`src/rtl/arltim_consts.vh`:
```
`ifndef ARLTIM_CONSTS_VH
`define ARLTIM_CONSTS_VH

// count clock prescaler ratios and counter width
`define ARLTIM_DIV_SYS      4'hC
`define ARLTIM_DIV_EXT      4'h8
`define ARLTIM_PRE_W        4
// byte and word values
`define ARLTIM_BYTE_ZERO    8'h00
`define ARLTIM_BYTE_ONES    8'hFF
`define ARLTIM_WORD_ZERO    16'h0000
`define ARLTIM_WORD_ONES    16'hFFFF
// control register bit positions and reset value
`define ARLTIM_CTL_HOVF     7
`define ARLTIM_CTL_LOVF     6
`define ARLTIM_CTL_LIEN     5
`define ARLTIM_CTL_CAPEN    4
`define ARLTIM_CTL_SPLIT    3
`define ARLTIM_CTL_RUN      2
`define ARLTIM_CTL_EXTSEL   0
`define ARLTIM_CTL_RST      8'h00

`endif

```
`src/rtl/arltim_prescale.v`:
```
`timescale 1ns/1ps
`include "arltim_consts.vh"

// free-running divider giving one-cycle enables; the external source is
// synchronised first so the whole timer stays on the system clock
module arltim_prescale (
  input  wire i_clk_sys,
  input  wire i_rst_n,
  input  wire i_ext_osc,
  output reg  o_sys_div_en,
  output reg  o_ext_div_en
);

  reg                     ext_meta_q;
  reg                     ext_sync_q;
  reg                     ext_prev_q;
  reg [`ARLTIM_PRE_W-1:0] sys_cnt_q;
  reg [`ARLTIM_PRE_W-1:0] ext_cnt_q;

  ////////////////////////////////////////////////////////////////////////
  always @(posedge i_clk_sys) begin
    if (!i_rst_n) begin
      ext_meta_q   <= 1'b0;
      ext_sync_q   <= 1'b0;
      ext_prev_q   <= 1'b0;
      sys_cnt_q    <= {`ARLTIM_PRE_W{1'b0}};
      ext_cnt_q    <= {`ARLTIM_PRE_W{1'b0}};
      o_sys_div_en <= 1'b0;
      o_ext_div_en <= 1'b0;
    end else begin
      ext_meta_q   <= i_ext_osc;
      ext_sync_q   <= ext_meta_q;
      ext_prev_q   <= ext_sync_q;
      o_sys_div_en <= 1'b0;
      o_ext_div_en <= 1'b0;
      if (sys_cnt_q == `ARLTIM_DIV_SYS - 4'h1) begin
        sys_cnt_q    <= {`ARLTIM_PRE_W{1'b0}};
        o_sys_div_en <= 1'b1;
      end else begin
        sys_cnt_q <= sys_cnt_q + 4'h1;
      end
      // count rising edges of the synchronised external clock
      if (ext_sync_q && !ext_prev_q) begin
        if (ext_cnt_q == `ARLTIM_DIV_EXT - 4'h1) begin
          ext_cnt_q    <= {`ARLTIM_PRE_W{1'b0}};
          o_ext_div_en <= 1'b1;
        end else begin
          ext_cnt_q <= ext_cnt_q + 4'h1;
        end
      end
    end
  end

endmodule

```
`src/rtl/arltim_top.v`:
```
// How it works
// - sixteen-bit count from two writable bytes
// - split bit picks 16-bit or dual 8-bit
// - system_clock, system_clock/12, synchronised external/8 clocks
// - 16-bit rollover reloads and sets high flag
// - timer irq on every 16-bit rollover
// - low-byte rollover irq when low enable set
// - split halves reload from own reload bytes
// - split: run gates high half only
// - per-half fast select, one shared external select
// - split: each half sets its own flag
// - split irq: high, or either with enable
// - flags clear only by software write
// - oscillator falling edge captures count, sets flag
// - capture count clock from low-half select
// - 16-bit count and split high half advance only while run set
`timescale 1ns/1ps
`include "arltim_consts.vh"

module arltim_top (
  input  wire       i_clk_sys,
  input  wire       i_rst_n,
  input  wire       i_ext_osc,
  input  wire       i_lfo,
  input  wire       i_ctl_wr,
  input  wire [7:0] i_ctl_wdata,
  input  wire       i_cnt_lo_wr,
  input  wire       i_cnt_hi_wr,
  input  wire       i_rld_lo_wr,
  input  wire       i_rld_hi_wr,
  input  wire [7:0] i_wdata,
  input  wire       i_high_half_fast_clock_select,
  input  wire       i_low_half_fast_clock_select,
  input  wire       i_timer_irq_enable,
  output reg  [7:0] o_timer_control_register,
  output reg  [7:0] o_count_low_byte,
  output reg  [7:0] o_count_high_byte,
  output reg  [7:0] o_reload_low_byte,
  output reg  [7:0] o_reload_high_byte,
  output reg        o_irq
);

  wire       sys_div_en;
  wire       ext_div_en;
  reg        lfo_meta_q;
  reg        lfo_sync_q;
  reg        lfo_prev_q;
  reg        hovf_q;
  reg        lovf_q;
  reg        lien_q;
  reg        capen_q;
  reg        split_q;
  reg        run_q;
  reg        extsel_q;
  reg        lo_tick;
  reg        hi_tick;
  reg        lo_roll;
  reg        hi_roll;
  reg        cap_stb;
  reg  [7:0] cnt_lo_d;
  reg  [7:0] cnt_hi_d;
  reg  [7:0] rld_lo_d;
  reg  [7:0] rld_hi_d;
  reg        hovf_set;
  reg        lovf_set;
  reg        hovf_d;
  reg        lovf_d;

  // per-half clock choice: fast bit wins, else external/8 or system_clock/12
  function sel_tick;
    input fast;
    input ext;
    input div12;
    input div8;
    begin
      sel_tick = fast ? 1'b1 : (ext ? div8 : div12);
    end
  endfunction

  ////////////////////////////////////////////////////////////////////////
  arltim_prescale u_pre (
    .i_clk_sys    (i_clk_sys),
    .i_rst_n      (i_rst_n),
    .i_ext_osc    (i_ext_osc),
    .o_sys_div_en (sys_div_en),
    .o_ext_div_en (ext_div_en)
  );

  ////////////////////////////////////////////////////////////////////////
  always @* begin
    cap_stb  = capen_q && lfo_prev_q && !lfo_sync_q;
    lo_tick  = sel_tick(i_low_half_fast_clock_select, extsel_q,
                        sys_div_en, ext_div_en);
    hi_tick  = sel_tick(i_high_half_fast_clock_select, extsel_q,
                        sys_div_en, ext_div_en);
    cnt_lo_d = o_count_low_byte;
    cnt_hi_d = o_count_high_byte;
    rld_lo_d = o_reload_low_byte;
    rld_hi_d = o_reload_high_byte;
    lo_roll  = 1'b0;
    hi_roll  = 1'b0;
    if (split_q) begin
      // low half runs regardless of run bit
      if (lo_tick) begin
        lo_roll  = (o_count_low_byte == `ARLTIM_BYTE_ONES);
        cnt_lo_d = lo_roll ? o_reload_low_byte : o_count_low_byte + 8'h01;
      end
      if (hi_tick && run_q) begin
        hi_roll  = (o_count_high_byte == `ARLTIM_BYTE_ONES);
        cnt_hi_d = hi_roll ? o_reload_high_byte : o_count_high_byte + 8'h01;
      end
    end else if (lo_tick && run_q) begin
      // 16-bit count uses the low-half clock selection
      lo_roll = (o_count_low_byte == `ARLTIM_BYTE_ONES);
      hi_roll = ({o_count_high_byte, o_count_low_byte} == `ARLTIM_WORD_ONES);
      if (hi_roll) begin
        cnt_lo_d = o_reload_low_byte;
        cnt_hi_d = o_reload_high_byte;
      end else begin
        {cnt_hi_d, cnt_lo_d} = {o_count_high_byte, o_count_low_byte} + 16'h0001;
      end
    end
    // software byte writes override the count step
    if (i_cnt_lo_wr) cnt_lo_d = i_wdata;
    if (i_cnt_hi_wr) cnt_hi_d = i_wdata;
    if (i_rld_lo_wr) rld_lo_d = i_wdata;
    if (i_rld_hi_wr) rld_hi_d = i_wdata;
    if (cap_stb) begin
      rld_lo_d = o_count_low_byte;
      rld_hi_d = o_count_high_byte;
    end
    hovf_set = hi_roll || cap_stb;
    lovf_set = lo_roll;
    // a hardware set wins over a software clear in the same cycle
    hovf_d = (i_ctl_wr ? i_ctl_wdata[`ARLTIM_CTL_HOVF] : hovf_q) | hovf_set;
    lovf_d = (i_ctl_wr ? i_ctl_wdata[`ARLTIM_CTL_LOVF] : lovf_q) | lovf_set;
  end

  ////////////////////////////////////////////////////////////////////////
  always @(posedge i_clk_sys) begin
    if (!i_rst_n) begin
      lfo_meta_q               <= 1'b0;
      lfo_sync_q               <= 1'b0;
      lfo_prev_q               <= 1'b0;
      hovf_q                   <= 1'b0;
      lovf_q                   <= 1'b0;
      lien_q                   <= 1'b0;
      capen_q                  <= 1'b0;
      split_q                  <= 1'b0;
      run_q                    <= 1'b0;
      extsel_q                 <= 1'b0;
      o_timer_control_register <= `ARLTIM_CTL_RST;
      o_count_low_byte         <= `ARLTIM_BYTE_ZERO;
      o_count_high_byte        <= `ARLTIM_BYTE_ZERO;
      o_reload_low_byte        <= `ARLTIM_BYTE_ZERO;
      o_reload_high_byte       <= `ARLTIM_BYTE_ZERO;
      o_irq                    <= 1'b0;
    end else begin
      lfo_meta_q         <= i_lfo;
      lfo_sync_q         <= lfo_meta_q;
      lfo_prev_q         <= lfo_sync_q;
      hovf_q             <= hovf_d;
      lovf_q             <= lovf_d;
      o_count_low_byte   <= cnt_lo_d;
      o_count_high_byte  <= cnt_hi_d;
      o_reload_low_byte  <= rld_lo_d;
      o_reload_high_byte <= rld_hi_d;
      if (i_ctl_wr) begin
        lien_q   <= i_ctl_wdata[`ARLTIM_CTL_LIEN];
        capen_q  <= i_ctl_wdata[`ARLTIM_CTL_CAPEN];
        split_q  <= i_ctl_wdata[`ARLTIM_CTL_SPLIT];
        run_q    <= i_ctl_wdata[`ARLTIM_CTL_RUN];
        extsel_q <= i_ctl_wdata[`ARLTIM_CTL_EXTSEL];
      end
      // readback mirrors the next state; unused bit reads zero
      o_timer_control_register <= {hovf_d, lovf_d,
        i_ctl_wr ? i_ctl_wdata[`ARLTIM_CTL_LIEN:`ARLTIM_CTL_RUN]
                 : {lien_q, capen_q, split_q, run_q},
        1'b0,
        i_ctl_wr ? i_ctl_wdata[`ARLTIM_CTL_EXTSEL] : extsel_q};
      // level request while any enabled flag is pending
      o_irq <= i_timer_irq_enable &&
               (hovf_d || (lovf_d && (i_ctl_wr ? i_ctl_wdata[`ARLTIM_CTL_LIEN]
                                                : lien_q)));
    end
  end

endmodule

```
`config.mk`:
```
export PLATFORM = sky130hd
export DESIGN_NAME = arltim_top
export DESIGN_NICKNAME = d
export VERILOG_FILES = /design/src/rtl/arltim_prescale.v /design/src/rtl/arltim_top.v
export VERILOG_INCLUDE_DIRS = /design/src /design/src/rtl
export SDC_FILE = /design/constraint.sdc
export NUM_CORES = 1
export LEC_CHECK = 0
export CAP_MARGIN = 15
export CORE_ASPECT_RATIO = 1.25
export CORE_MARGIN = 4
export CORE_UTILIZATION = 68
export DETAILED_ROUTE_END_ITERATION = 12
export DONT_BUFFER_PORTS = 1
export HOLD_SLACK_MARGIN = 0.08
export PLACE_DENSITY_LB_ADDON = 0.05
export SLEW_MARGIN = 20
export SYNTH_ARGS = -nofsm -noshare
export SYNTH_HDL_FRONTEND = slang
export SYNTH_HIERARCHICAL = 1
export SYNTH_SLANG_ARGS = --single-unit
export TNS_END_PERCENT = 20
```
`constraint.sdc`:
```
create_clock -name i_clk_sys -period 3.4 [get_ports i_clk_sys]
set_input_delay 0.34 -clock i_clk_sys [delete_from_list [all_inputs] [get_ports i_clk_sys]]
set_output_delay 0.34 -clock i_clk_sys [all_outputs]
set_load 0.01 [all_outputs]
```
==> results <==
- After the flow finishes, the layout carries non-filler instances totaling 380.
- The clock tree root buffer cell is clkbuf_8.
- The number of remaining DRC errors is 0.
- The number of nets produced by synthesis is 364.
- The filler cells instantiated in the layout total 349.
- The HPWL after detailed placement is 5.00 mm.
- 69 I/O pins were placed.
- The post-CTS setup-driven buffer insertion count is 0.
- The number of antenna repair diodes is 0.
- The number of distinct library cell variants in the gate-level netlist after synthesis is 69.
- The final routed wire length divided by cell count is 18.7 um.
- The initial antenna violation count came to 0.
- The flow ran to the end, and the final reports show no timing, DRC or antenna violations.
- Entering global routing, the biggest net connects 34 pins.
- The top cell types in the final layout, fill and taps aside, are dfxtp_1, nor2_1, mux2i_1.
- STA classifies the critical path startpoint as a flop.
- The number of failing setup endpoints in the final timing report is 0.
- The y dimension of the die is 82.1 um.
- The largest driver fanout on the critical path is 12.
- The initialized floorplan defines 26 standard-cell rows.
- The via count is 2543.
- For the pin with the worst max-slew slack, the measured transition is 783 ps.
- The clock net in this run drives a total of 59 sinks.
- In the final design database the tool counted 351 nets.
- OpenSTA, run right after detailed placement, puts the worst setup slack at 1110 ps.
- The post-layout minimum cycle time is 2310 ps.
- The total negative slack for setup checks is 0 ps.
- The post-synthesis area per instance is 9.00 um^2.
- The die is 67.3 um wide.
- The worst pin sits at a relative slew slack of 47.5%.
- The remaining antenna violation count after routing is 0.
- The library cell used most frequently in the layout, excluding fill and tap cells, is dfxtp_1.
- Data on the critical path arrives at its endpoint at 2500 ps.
- The static leakage power is 1.20 nW.
- Yosys printed 6 warnings.
- The initial cell density of the core is 71.8%.
- The final critical path takes up 67.9% of the cycle.
- The leftover overflow at the end of global routing is 0.
- The count of buffers added on input and output ports is 0.
- The capturing element type of the critical path is a flop.
- Summing the sequential cell areas from Yosys gives 39.5% of the chip area.
- The tightest min-delay check is of the input pin to flop type.
- The quantity of hold-fixing buffers added after cts is 0.
- The smallest setup slack after layout is 1090 ps.
- The placeable core area is 0.00416 mm^2.
- The global router's overall resource usage is 27.9%.
- The via count of the first global-routing pass is 2373.
- The hold violation count in the final report is 0.
- Registers take 0.00118 mm^2.
- Summing all non-filler instances in the final layout gives an area of 0.00308 mm^2.
- Setup repair after global routing left no endpoint under its margin.
- The critical path required time is 3600 ps.
- Clock skew on the completed layout was measured at 7.24 ps.
- The flip-flop and latch count after synthesis is 59.
- The max-cap violation count is 0.
- The clock latency at the later pin of the worst-skew pair is 330 ps.
- The share of cells above drive strength 1 is 9.57%.
- The die outline area is 0.00553 mm^2.
- In this run the power density over the cells is 464 mW/mm^2.
- The level count of the clock H-tree is 3.
- The most common flop cell mapped by yosys is dfxtp_1.
- The number of buffers added by the clock tree synthesis step is 9.
- The top achievable clock speed is 433 MHz.
- After the first detailed-routing iteration, the DRC count stood at 188.
- Yosys mapped a number of flops with a built-in enable equal to 0.
- After technology mapping, the gate count stands at 332.
- Using the TritonRoute via totals, the vias-per-cell ratio works out to 6.69.
- The number of slew-limit violations in the final report is 0.
- The critical path is of the flop to flop type.
- The count of cells resized by post-cts repair is 0.
- The total cell area at the placement stage is 0.00293 mm^2.
- The global placement routability congestion is 0.891.
- The first detailed-routing pass took 5 iterations.
- The cell count after placement is 364.
- The clock transition at the registers of the reported paths is 70 ps.
- The area growth from synthesis to layout is 3.10%.
- The worst voltage drop across the vdd grid is 0.000343 V.
- No sink is reached through more buffers than the 2 on the longest clock path.
- For this run, asynchronously set or reset flops after synthesis account for 0%.
- The clock tree from TritonCTS is yes.
- After synthesis the cells add up to 0.00299 mm^2.
- The first-pass GRT wire length is 11.6 mm.
- The final standard cell utilization of the core is 74.0%.
- The post-detailed-routing wire length is 7.12 mm.
- The area of combinational cells with multiple inputs is 0.00163 mm^2.
-- kinds of logic (layout without fill, tap and decap cells) --
group / Yosys count / in the layout / synth area share (%)
multiplexers: 28 / 28 / 9.50
buffers and inverters: 35 / 27 / 6.03
adder cells (fa/ha/maj): 4 / 4 / 1.67
flip-flops: 59 / 59 / 39.5
AO/OA/AOI/OAI: 82 / 82 / 21.1
other: 1 / 1 / 0.125
XOR/XNOR: 6 / 6 / 1.76
AND/OR/NAND/NOR: 117 / 117 / 20.3
-- flip-flops by register name, indices dropped and copies added, names as in the netlist --
register and flops:
o_count_high_byte 8, o_count_low_byte 8, o_reload_high_byte 8, o_reload_low_byte 8
o_timer_control_register 7, u_pre/ext_cnt_q 4, u_pre/sys_cnt_q 4, capen_q 1
lfo_meta_q 1, lfo_prev_q 1, lfo_sync_q 1, o_irq 1
run_q 1, split_q 1, u_pre/ext_meta_q 1, u_pre/ext_prev_q 1
u_pre/ext_sync_q 1, u_pre/o_ext_div_en 1, u_pre/o_sys_div_en 1
-- synth_stat cells, types with 2 or more instances --
master	number	area, um^2
a2111oi_0	4	35.0
a211oi_1	22	165
a21oi_1	6	30.0
a2bb2oi_1	2	17.5
a311oi_1	2	17.5
a31oi_1	8	50.1
and2_1	8	50.1
and3_1	5	31.3
buf_2	4	20.0
buf_4	5	37.5
buf_6	2	22.5
clkbuf_1	13	48.8
dfxtp_1	59	1180
ha_1	4	50.1
inv_1	7	26.3
mux2_2	3	33.8
mux2i_1	25	250
nand2_1	14	52.6
nand2b_1	2	12.5
nand3_1	12	60.1
nand3b_1	3	22.5
nand4_1	6	37.5
nor2_1	41	154
nor2b_1	2	12.5
nor3_1	8	40.0
nor3b_1	2	15.0
nor4_1	2	12.5
o21a_1	4	30.0
o21ai_0	8	40.0
o221ai_1	3	26.3
o31ai_1	2	15.0
o41ai_1	3	26.3
xnor2_1	4	35.0
xor2_1	2	17.5
-- worst max-delay path, stage by stage (launching register included) --
cell       delay [ps]
dfxtp_1           490
ha_1              290
nand3_1           120
or2_1             370
a21boi_4          380
a211oi_1          140
a2111oi_0         370
-- power by group --
group / leakage [nW] / total, mW / switching (mW) / internal [mW]
registers: 0.486 / 0.798 / 0.0665 / 0.731
clock network: 0.0812 / 0.517 / 0.255 / 0.261
logic: 0.628 / 0.116 / 0.0569 / 0.0590
total: 1.20 / 1.43 / 0.379 / 1.05
-- metrics by stage --
stage / hold slack, ps / power (mW)
floorplan: 412 / 0.913
global placement: 419 / 0.922
detailed placement: 423 / 0.927
CTS: 95.5 / 1.43
global route: 90.6 / 1.50
finish: 98.8 / 1.43
-- metal layers --
layer  GRT usage [%]  wire (um)  part of all wire [%]
met3            7.31        604                   8.5
met5               0          0                     0
met1            34.1       2860                    40
met4            12.8        150                   2.1
met2            45.7       3510                    49
-- worst paths after layout --
path	startpoint	endpoint	slack [ps]	cells after the start
setup / recovery	o_count_high_byte[1]$_SDFFE_PN0P_	o_count_low_byte[2]$_SDFFE_PN0P_	1090	6
hold / removal	i_cnt_hi_wr	o_count_high_byte[2]$_SDFFE_PN0P_	100	1
hold reg to reg	lfo_meta_q$_SDFF_PN0_	lfo_sync_q$_SDFF_PN0_	440	1
setup reg to reg	o_count_high_byte[1]$_SDFFE_PN0P_	o_count_low_byte[2]$_SDFFE_PN0P_	1090	6
-- layout make-up --
class                   instances  area share (%)
repair buffers                  2           0.487
inverters                       9            1.10
clock inverters                 3           0.487
flip-flops and latches         59            38.3
multi-input cells             238            52.8
clock buffers                  13            4.51
well taps                      56            2.27
(Power assumes the default switching activity.)
